<file path="config.mk">
export PLATFORM = sky130hd
export DESIGN_NAME = atc_timer
export DESIGN_NICKNAME = d
export VERILOG_FILES = /design/src/logic/atc_pkg.sv /design/src/logic/atc_timer.sv
export SDC_FILE = /design/constraint.sdc
export NUM_CORES = 1
export LEC_CHECK = 0
export ABC_CLOCK_PERIOD_IN_PS = 4800
export CAP_MARGIN = 20
export CORE_MARGIN = 5
export CORE_UTILIZATION = 45
export DETAILED_ROUTE_END_ITERATION = 10
export DONT_BUFFER_PORTS = 1
export PLACE_DENSITY = 0.59
export SLEW_MARGIN = 20
export SYNTH_ARGS = -nofsm -noshare
export SYNTH_HDL_FRONTEND = slang
export SYNTH_SLANG_ARGS = --single-unit
</file>
<file path="constraint.sdc">
create_clock -name clk_i -period 4.8 [get_ports clk_i]
set_input_delay 0 -clock clk_i [delete_from_list [all_inputs] [get_ports clk_i]]
set_output_delay 0 -clock clk_i [all_outputs]
set_load 0.01 [all_outputs]
</file>
<file path="src/logic/atc_pkg.sv">
// Purpose: constants, register layout and types of the auxiliary 16-bit timer
// Assumes: 32-bit classic wishbone, one byte register per aligned word
// Notes:   register indices are word indices, byte address is four times index
`default_nettype none

package atc_pkg;

  // ---------------------------------------------------------------------------
  // register map (word indices)
  // ---------------------------------------------------------------------------
  localparam logic [7:0] IDX_CONTROL  = 8'hc8;
  localparam logic [7:0] IDX_MODE     = 8'hc9;
  localparam logic [7:0] IDX_CAP_LOW  = 8'hca;
  localparam logic [7:0] IDX_CAP_HIGH = 8'hcb;
  localparam logic [7:0] IDX_CNT_LOW  = 8'hcc;
  localparam logic [7:0] IDX_CNT_HIGH = 8'hcd;
  localparam int unsigned ADR_LSB     = 2;

  // ---------------------------------------------------------------------------
  // reset values and masks
  // ---------------------------------------------------------------------------
  localparam logic [7:0]  CONTROL_RESET = 8'h00;
  localparam logic [7:0]  MODE_RESET    = 8'h00;
  localparam logic [7:0]  MODE_WR_MASK  = 8'h29;
  localparam logic [7:0]  CAP_RESET     = 8'h00;
  localparam logic [7:0]  BYTE_ZERO     = 8'h00;
  localparam logic [23:0] READ_PAD      = 24'h000000;
  localparam logic [15:0] COUNT_ZERO    = 16'h0000;
  localparam logic [15:0] COUNT_ONES    = 16'hffff;
  localparam logic [15:0] COUNT_ONE     = 16'h0001;

  // ---------------------------------------------------------------------------
  // timing: clocks per count tick
  // ---------------------------------------------------------------------------
  localparam int unsigned BAUD_DIV      = 2;
  localparam int unsigned TICK_DIV_SLOW = 12;
  localparam int unsigned TICK_DIV_FAST = 4;
  localparam int unsigned PRESC_W       = 4;
  localparam int unsigned SERIAL_VAR_BIT = 0;

  // ---------------------------------------------------------------------------
  // types
  // ---------------------------------------------------------------------------
  typedef struct packed {
    logic overflow_flag;
    logic external_edge_flag;
    logic rx_baud_source_sel;
    logic tx_baud_source_sel;
    logic trigger_pin_enable;
    logic run_control;
    logic counter_timer_select;
    logic capture_reload_select;
  } atc_ctrl_s;

  typedef struct packed {
    logic [1:0] rsvd_hi;
    logic       tick_speed_select;
    logic       rsvd_mid;
    logic       capture_auto_clear;
    logic [1:0] rsvd_lo;
    logic       down_count_enable;
  } atc_mode_s;

  typedef struct packed {
    logic external_count_pin;
    logic trigger_pin;
  } atc_pins_s;

  typedef struct packed {
    logic rx_tick;
    logic tx_tick;
  } atc_ticks_s;

  typedef enum logic [3:0] {
    OP_CAPTURE = 4'h1,
    OP_RELOAD  = 4'h2,
    OP_UPDOWN  = 4'h4,
    OP_BAUD    = 4'h8
  } atc_op_e;

endpackage

`default_nettype wire

</file>
<file path="src/logic/atc_timer.sv">
// Purpose: auxiliary 16-bit timer with capture, auto-reload, up/down and baud generation
// Assumes: pins synchronous-sampled at clk_i, registers over classic wishbone
// Notes:   outputs are registered; ack follows a request by one clock
`timescale 1ns/1ps
`default_nettype none

module atc_timer #(
  parameter int unsigned ADR_W         = 10,
  parameter int unsigned TICK_DIV_SLOW = atc_pkg::TICK_DIV_SLOW,
  parameter int unsigned TICK_DIV_FAST = atc_pkg::TICK_DIV_FAST
) (
  // clock and reset
  input  wire logic               clk_i,
  input  wire logic               rst_i,
  // wishbone slave
  input  wire logic               wb_cyc_i,
  input  wire logic               wb_stb_i,
  input  wire logic               wb_we_i,
  input  wire logic [ADR_W-1:0]   wb_adr_i,
  input  wire logic [3:0]         wb_sel_i,
  input  wire logic [31:0]        wb_dat_i,
  output logic      [31:0]        wb_dat_o,
  output logic                    wb_ack_o,
  // pins
  input  wire atc_pkg::atc_pins_s pins_i,
  // serial port and interrupt controller
  input  wire logic               t1_overflow_i,
  input  wire logic [1:0]         serial_mode_i,
  input  wire logic               irq_enable_i,
  output atc_pkg::atc_ticks_s     baud_ticks_o,
  output logic                    irq_o
);

  // ---------------------------------------------------------------------------
  // constants local to the counter
  // ---------------------------------------------------------------------------
  localparam int unsigned PW = atc_pkg::PRESC_W;
  localparam logic [PW-1:0] BAUD_LAST = PW'(atc_pkg::BAUD_DIV - 1);
  localparam logic [PW-1:0] SLOW_LAST = PW'(TICK_DIV_SLOW - 1);
  localparam logic [PW-1:0] FAST_LAST = PW'(TICK_DIV_FAST - 1);
  localparam logic [PW-1:0] PRESC_ZERO = '0;
  localparam logic [PW-1:0] PRESC_ONE  = PW'(1);

  // ---------------------------------------------------------------------------
  // state
  // ---------------------------------------------------------------------------
  atc_pkg::atc_ctrl_s ctrl_ff;
  atc_pkg::atc_ctrl_s nxt_ctrl;
  atc_pkg::atc_mode_s mode_ff;
  logic [15:0]        count_ff;
  logic [15:0]        nxt_count;
  logic [15:0]        cap_ff;
  logic [15:0]        nxt_cap;
  logic [PW-1:0]      presc_ff;
  logic [2:0]         cnt_sync_ff;
  logic [2:0]         trg_sync_ff;
  logic               ack_ff;
  logic [31:0]        dat_ff;
  logic               irq_ff;
  atc_pkg::atc_ticks_s ticks_ff;

  // ---------------------------------------------------------------------------
  // decode of the operating mode
  // ---------------------------------------------------------------------------
  function automatic atc_pkg::atc_op_e op_of(input atc_pkg::atc_ctrl_s c, input atc_pkg::atc_mode_s m);
    if (c.rx_baud_source_sel || c.tx_baud_source_sel) begin
      op_of = atc_pkg::OP_BAUD;
    end else if (c.capture_reload_select) begin
      op_of = atc_pkg::OP_CAPTURE;
    end else if (m.down_count_enable) begin
      op_of = atc_pkg::OP_UPDOWN;
    end else begin
      op_of = atc_pkg::OP_RELOAD;
    end
  endfunction

  // index match on the word address
  function automatic logic idx_is(input logic [ADR_W-1:0] adr, input logic [7:0] idx);
    idx_is = (adr[atc_pkg::ADR_LSB +: 8] == idx);
  endfunction

  atc_pkg::atc_op_e op;
  assign op = op_of(ctrl_ff, mode_ff);

  // ---------------------------------------------------------------------------
  // bus decode
  // ---------------------------------------------------------------------------
  logic       req_new;
  logic       wr_go;
  logic       wr_ctrl;
  logic       wr_mode;
  logic       wr_cap_lo;
  logic       wr_cap_hi;
  logic       wr_cnt_lo;
  logic       wr_cnt_hi;
  logic [7:0] wbyte;
  logic [7:0] rd_byte;

  // a request is answered one clock later; writes commit at the ack edge
  assign req_new   = wb_cyc_i & wb_stb_i & ~ack_ff;
  assign wr_go     = wb_cyc_i & wb_stb_i & wb_we_i & ack_ff & wb_sel_i[0];
  assign wbyte     = wb_dat_i[7:0];
  assign wr_ctrl   = wr_go & idx_is(wb_adr_i, atc_pkg::IDX_CONTROL);
  assign wr_mode   = wr_go & idx_is(wb_adr_i, atc_pkg::IDX_MODE);
  assign wr_cap_lo = wr_go & idx_is(wb_adr_i, atc_pkg::IDX_CAP_LOW);
  assign wr_cap_hi = wr_go & idx_is(wb_adr_i, atc_pkg::IDX_CAP_HIGH);
  assign wr_cnt_lo = wr_go & idx_is(wb_adr_i, atc_pkg::IDX_CNT_LOW);
  assign wr_cnt_hi = wr_go & idx_is(wb_adr_i, atc_pkg::IDX_CNT_HIGH);

  // read selection; unmapped indices read zero
  assign rd_byte = idx_is(wb_adr_i, atc_pkg::IDX_CONTROL)  ? ctrl_ff :
                   idx_is(wb_adr_i, atc_pkg::IDX_MODE)     ? mode_ff :
                   idx_is(wb_adr_i, atc_pkg::IDX_CAP_LOW)  ? cap_ff[7:0] :
                   idx_is(wb_adr_i, atc_pkg::IDX_CAP_HIGH) ? cap_ff[15:8] :
                   idx_is(wb_adr_i, atc_pkg::IDX_CNT_LOW)  ? count_ff[7:0] :
                   idx_is(wb_adr_i, atc_pkg::IDX_CNT_HIGH) ? count_ff[15:8] :
                   atc_pkg::BYTE_ZERO;

  // ---------------------------------------------------------------------------
  // pin sampling and edge detection
  // ---------------------------------------------------------------------------
  logic cnt_fall;
  logic trg_fall;
  logic trg_level;

  // stage 0 feeds only stage 1; edges compare stages 1 and 2
  assign cnt_fall  = cnt_sync_ff[2] & ~cnt_sync_ff[1];
  assign trg_fall  = trg_sync_ff[2] & ~trg_sync_ff[1];
  assign trg_level = trg_sync_ff[1];

  // ---------------------------------------------------------------------------
  // tick generation
  // ---------------------------------------------------------------------------
  logic          baud_mode;
  logic [PW-1:0] presc_last;
  logic          presc_hit;
  logic [PW-1:0] nxt_presc;
  logic          tick;

  assign baud_mode  = (op == atc_pkg::OP_BAUD);
  // baud generation overrides the timer rate and the counter select
  assign presc_last = baud_mode ? BAUD_LAST :
                      (mode_ff.tick_speed_select ? FAST_LAST : SLOW_LAST);
  assign presc_hit  = (presc_ff >= presc_last);
  assign nxt_presc  = presc_hit ? PRESC_ZERO : presc_ff + PRESC_ONE;
  // run control gates every count source
  assign tick = ctrl_ff.run_control &
                ((baud_mode || !ctrl_ff.counter_timer_select) ? presc_hit : cnt_fall);

  // ---------------------------------------------------------------------------
  // count events
  // ---------------------------------------------------------------------------
  logic        at_ones;
  logic        count_up;
  logic        up_ovf;
  logic        down_match;
  logic        edge_act;
  logic        edge_cr;
  logic        tf_set;
  logic        exf_set;
  logic        exf_toggle;
  logic        t2_ovf;
  logic [15:0] count_inc;
  logic [15:0] count_dec;

  assign at_ones    = (count_ff == atc_pkg::COUNT_ONES);
  // in up/down mode the trigger pin level chooses the direction
  assign count_up   = (op != atc_pkg::OP_UPDOWN) | trg_level;
  assign up_ovf     = tick & count_up & at_ones;
  assign down_match = tick & ~count_up & (count_ff == cap_ff);
  assign count_inc  = count_ff + atc_pkg::COUNT_ONE;
  assign count_dec  = count_ff - atc_pkg::COUNT_ONE;
  // enabled trigger edge; capture or reload only outside baud mode
  assign edge_act   = trg_fall & ctrl_ff.trigger_pin_enable;
  assign edge_cr    = edge_act & ~baud_mode;
  // overflow flag never set while generating baud clocks
  assign tf_set     = (up_ovf | down_match) & ~baud_mode;
  assign exf_set    = edge_act & (op != atc_pkg::OP_UPDOWN);
  assign exf_toggle = (up_ovf | down_match) & (op == atc_pkg::OP_UPDOWN);
  assign t2_ovf     = up_ovf & baud_mode;

  // ---------------------------------------------------------------------------
  // next count and capture value
  // ---------------------------------------------------------------------------
  always_comb begin
    nxt_count = count_ff;
    nxt_cap   = cap_ff;
    unique case (op)
      atc_pkg::OP_BAUD: begin
        if (up_ovf) begin
          nxt_count = cap_ff;
        end else if (tick) begin
          nxt_count = count_inc;
        end
      end
      atc_pkg::OP_CAPTURE: begin
        if (tick) begin
          nxt_count = count_inc;
        end
        if (edge_cr) begin
          nxt_cap = count_ff;
          if (mode_ff.capture_auto_clear) begin
            nxt_count = atc_pkg::COUNT_ZERO;
          end
        end
      end
      atc_pkg::OP_RELOAD: begin
        if (up_ovf || edge_cr) begin
          nxt_count = cap_ff;
        end else if (tick) begin
          nxt_count = count_inc;
        end
      end
      atc_pkg::OP_UPDOWN: begin
        if (up_ovf) begin
          nxt_count = cap_ff;
        end else if (down_match) begin
          nxt_count = atc_pkg::COUNT_ONES;
        end else if (tick) begin
          nxt_count = count_up ? count_inc : count_dec;
        end
      end
    endcase
    // software writes to the count bytes take precedence
    if (wr_cnt_lo) begin
      nxt_count[7:0] = wbyte;
    end
    if (wr_cnt_hi) begin
      nxt_count[15:8] = wbyte;
    end
    // a capture in the same cycle wins over a software write
    if (wr_cap_lo && !edge_cr) begin
      nxt_cap[7:0] = wbyte;
    end
    if (wr_cap_hi && !edge_cr) begin
      nxt_cap[15:8] = wbyte;
    end
    if (wr_cap_lo && edge_cr && (op != atc_pkg::OP_CAPTURE)) begin
      nxt_cap[7:0] = wbyte;
    end
    if (wr_cap_hi && edge_cr && (op != atc_pkg::OP_CAPTURE)) begin
      nxt_cap[15:8] = wbyte;
    end
  end

  // ---------------------------------------------------------------------------
  // control register update; hardware sets win over software clears
  // ---------------------------------------------------------------------------
  atc_pkg::atc_ctrl_s sw_ctrl;
  assign sw_ctrl = wr_ctrl ? atc_pkg::atc_ctrl_s'(wbyte) : ctrl_ff;

  always_comb begin
    nxt_ctrl = sw_ctrl;
    // only software lowers the overflow flag; it may also raise it
    nxt_ctrl.overflow_flag = sw_ctrl.overflow_flag | tf_set;
    if (exf_set) begin
      nxt_ctrl.external_edge_flag = 1'b1;
    end else if (exf_toggle) begin
      nxt_ctrl.external_edge_flag = ~sw_ctrl.external_edge_flag;
    end
  end

  // ---------------------------------------------------------------------------
  // serial time base and interrupt request
  // ---------------------------------------------------------------------------
  logic serial_var;
  logic irq_req;
  atc_pkg::atc_ticks_s nxt_ticks;

  assign serial_var = serial_mode_i[atc_pkg::SERIAL_VAR_BIT];
  // variable-rate serial modes take their time base per direction
  assign nxt_ticks.rx_tick = serial_var & (ctrl_ff.rx_baud_source_sel ? t2_ovf : t1_overflow_i);
  assign nxt_ticks.tx_tick = serial_var & (ctrl_ff.tx_baud_source_sel ? t2_ovf : t1_overflow_i);
  // toggled external flag in up/down mode does not interrupt
  assign irq_req = irq_enable_i &
                   (ctrl_ff.overflow_flag |
                    (ctrl_ff.external_edge_flag & (op != atc_pkg::OP_UPDOWN)));

  // ---------------------------------------------------------------------------
  // pin synchronisers
  // ---------------------------------------------------------------------------
  always_ff @(posedge clk_i) begin
    if (rst_i) begin
      cnt_sync_ff <= 3'h7;
      trg_sync_ff <= 3'h7;
    end else begin
      cnt_sync_ff <= {cnt_sync_ff[1:0], pins_i.external_count_pin};
      trg_sync_ff <= {trg_sync_ff[1:0], pins_i.trigger_pin};
    end
  end

  // ---------------------------------------------------------------------------
  // timer registers
  // ---------------------------------------------------------------------------
  always_ff @(posedge clk_i) begin
    if (rst_i) begin
      ctrl_ff  <= atc_pkg::CONTROL_RESET;
      mode_ff  <= atc_pkg::MODE_RESET;
      count_ff <= atc_pkg::COUNT_ZERO;
      cap_ff   <= {atc_pkg::CAP_RESET, atc_pkg::CAP_RESET};
      presc_ff <= PRESC_ZERO;
    end else begin
      ctrl_ff  <= nxt_ctrl;
      count_ff <= nxt_count;
      cap_ff   <= nxt_cap;
      presc_ff <= nxt_presc;
      if (wr_mode) begin
        mode_ff <= wbyte & atc_pkg::MODE_WR_MASK; // reserved bits stay zero
      end
    end
  end

  // ---------------------------------------------------------------------------
  // bus answer and registered outputs
  // ---------------------------------------------------------------------------
  always_ff @(posedge clk_i) begin
    if (rst_i) begin
      ack_ff   <= 1'b0;
      dat_ff   <= {atc_pkg::READ_PAD, atc_pkg::BYTE_ZERO};
      irq_ff   <= 1'b0;
      ticks_ff <= '0;
    end else begin
      ack_ff   <= req_new;
      irq_ff   <= irq_req;
      ticks_ff <= nxt_ticks;
      if (req_new) begin
        dat_ff <= {atc_pkg::READ_PAD, rd_byte};
      end
    end
  end

  // ---------------------------------------------------------------------------
  // output drive
  // ---------------------------------------------------------------------------
  assign wb_ack_o     = ack_ff;
  assign wb_dat_o     = dat_ff;
  assign irq_o        = irq_ff;
  assign baud_ticks_o = ticks_ff;

endmodule // atc_timer

`default_nettype wire

</file>
==> summary.txt <==
Die
  • Core Region: 11860 um^2
  • Row cnt: 40
  • Chip height: 119.2 um
  • Die ar.: 14220 um^2
  • Initial Util: 0.4527
  • Die width: 119.2 um
  • Number of primary I/O pins: 93

STA
  • Slew Viols, Final: 0
  • Worst-margin pin slew: 1115 ps
  • Final worst path period share: 0.9318
  • Worst rel slew slack: 0.2504
  • Fin. Hold Viols: 0
  • Layout Skew: 9.999 ps
  • Peak Freq: 223.6 MHz
  • Setup TNS: 0 ps
  • RSZ-0062 raised after global routing: no
  • Minimum clock period: 4473 ps
  • Final setup viols: 0

Detailed routing
  • DRC: 0
  • Drt total wl: 22050 um
  • Drt wl/cell: 25.67 um
  • 1st-pass router iterations: 6
  • Initial DRC Count: 735
  • Number of routed nets with antenna violations: 0
  • DR vias/cell: 6.832
  • Via count: 5869

Critical path
  • Critical path required time: 5090 ps
  • CP max-delay cell: o21ai_0
  • Levels on crit path: 10
  • Setup crit end kind: register
  • Critical path fanouts, max: 16
  • Crit path DAT: 4760 ps
  • Crit path max-delay family: compound AO/OA/AOI/OAI gates
  • Crit Path Category: register to register
  • Setup crit start kind: register
  • Buf+Inv Stages, Crit Path: 2
  • Crit-path cells: nor2_2 > inv_2 > ha_1 > a211o_1 > a221oi_2 > o21ai_1 > o21ai_0 > a221oi_1 > a311oi_1 > dlygate4sd3_1
  • Critical Path Max Stage Delay: 780 ps
  • R2r worst-path depth: 10

Power
  • Worst VDD drop: 182.7 uV
  • Pwr/cell area: 234.4 nW/um^2
  • Pleak: 0.002161 uW

Synthesis
  • Yosys reg bits: 65
  • Yosys cell types: 75
  • Yosys top cell area share: 0.2423
  • Largest area contributor in the netlist: dfxtp_1
  • Cells after Synth: 710
  • Top cells by area, synth: dfxtp_1, mux2i_1, nor2_1
  • Mapped Avg Cell Area: 7.564 um^2
  • Sequential area share after synthesis: 0.2423
  • EDFF count, synth: 0
  • Post-synth top flop: dfxtp_1
  • Synth Cell Area: 5370 um^2
  • Synth Warn #: 0
  • Async set-or-reset flop fraction in the synthesized netlist: 0

Layout
  • Layout cells sized above 1: 0.09591
  • Final core utilization: 0.5030
  • Design Area, Final: 5966 um^2
  • Sequential cell area: 1301 um^2
  • Filler cell count: 1175
  • Syn-to-layout area delta: 11.09%
  • Multi-input logic area: 3674 um^2
  • Final non-filler cell total: 859
  • Final nets: 766

Global route
  • Initial antenna violation count: 2
  • Total GRT Usage: 0.2966
  • Vias in the first global route: 5399
  • Overflow after GRT: 0
  • First-pass GRT wire length: 32650 um
  • Largest net degree at the start of global routing: 44

Clock network
  • Clock sinks: 65
  • Root buf cell: clkbuf_16
  • Num CTS Buffers: 9
  • Reg clk slew, reported paths: 70 ps
  • CTS max path bufs: 2
  • Post-CTS Setup Repair Bufs: 0
  • CTS H-tree depth: 3
  • Worst-skew pair later-pin latency: 340 ps
  • CTS tree: yes

Placement
  • Dpl hpwl: 14010 um
  • Number of port buffers: 0
  • Routability cong.: 1.022
  • Placed Area: 5390 um^2
  • Placed cell count: 818

Status
  • Status: completed

Hold path
  • Hold Path Depth: 3
  • Worst min-delay path class: input pin to register

Run
  • MaxCap Viol Count: 0
## final timing paths
kind | from | end | slack [ps]
setup / recovery | ctrl_ff[4] | count_ff[12] | 330
hold / removal | wb_cyc_i | wb_dat_o[6] | 2
setup reg to reg | ctrl_ff[4] | count_ff[12] | 330
hold reg to reg | trg_sync_ff[0] | trg_sync_ff[1] | 430
## cell type report
class                           instances  share of cell area
Multi-Input combinational cell        568              0.6158
Tap cell                              147             0.03083
Antenna cell                            3            0.001258
Inverter                               13            0.008180
Timing Repair Buffer                   47             0.07005
Sequential cell                        65              0.2181
Clock inverter                          7             0.01804
Clock buffer                            9             0.03775
## synth_stat cells (4+ instances only)
master     count
or2_2          6
or3_1          9
o22ai_1        8
a32oi_1        4
nand3_1       26
buf_1          5
a22oi_1        7
nor2_1        74
xnor2_1       23
o21ai_0       40
a311oi_1      15
nand4_1       11
a31oi_1        5
clkbuf_1      47
a21oi_1       41
o221ai_1      13
o211ai_1       7
dfxtp_1       65
a2bb2oi_1      5
and3_1         5
a211oi_1      16
buf_2          5
o211a_1        4
nor3_1        29
ha_1           5
o221a_2        4
a221oi_1       8
xor2_1        24
or4_1          6
nand2_1       47
inv_1         10
nor4_1        15
mux2i_1       33
buf_4         27
o31ai_1        4
## flip-flops by register name (all words and copies together), names as in the netlist
register,count
presc_ff,4
ctrl_ff,8
cap_ff,16
trg_sync_ff,3
cnt_sync_ff,3
wb_ack_o,1
baud_ticks_o,2
irq_o,1
count_ff,16
wb_dat_o,8
mode_ff,3
## tightest hold or removal path: stages
cell	delay [ps]
nand2_1	90
o21ai_0	90
a21oi_1	120
## cells by family after synthesis
group	share of synthesized area
AND/OR/NAND/NOR	0.2323
AO/OA/AOI/OAI	0.2798
buffers and inverters	0.09296
flip-flops	0.2423
XOR/XNOR	0.07665
multiplexers	0.06361
adder cells (fa/ha/maj)	0.01165
other	0.0006983
## power by group
part	internal [uW]	total [uW]	switching, uW
Sequential	548	557	8.78
Combinational	26.9	78.6	51.7
Clock	466	763	296
## layout by cell type (no fill, tap or decap), types with 8 or more instances in the layout
cell type / instances
nor2_1: 74
dfxtp_1: 65
nand2_1: 47
a21oi_1: 41
o21ai_0: 40
mux2i_1: 33
nor3_1: 29
nand3_1: 25
buf_4: 25
xor2_1: 24
conb_1: 24
xnor2_1: 23
dlygate4sd3_1: 21
a211oi_1: 16
a311oi_1: 15
nor4_1: 14
o221ai_1: 13
nand4_1: 11
inv_1: 10
or3_1: 9
clkbuf_16: 9
a221oi_1: 8
o22ai_1: 8
## stage by stage
stage               hold slack, ps  power, uW  setup slack (ps)
floorplan                    103.8      628.2              1559
global placement             80.82      611.9             756.2
detailed placement           83.17      613.1             792.7
CTS                         0.6848       1399             514.3
global route                 39.16       1433             242.7
finish                       2.025       1398             327.5
## layer usage
metal / up-vias / GRT usage / routed length [um]
li1: 2606 / - / -
met1: 2724 / 0.3862 / 8424
met2: 443 / 0.4514 / 9634
met3: 96 / 0.07170 / 2747
met4: 0 / 0.1579 / 1247
met5: - / 0 / 0
## timing repair
action / in CTS / in global routing
hold buffers: 22 / 0
hold endpoints to repair: 54 / 0
resized for setup: 0 / 0
endpoints found under the setup margin: 0 / 0
Note: power is estimated with default switching activity, not from simulation.
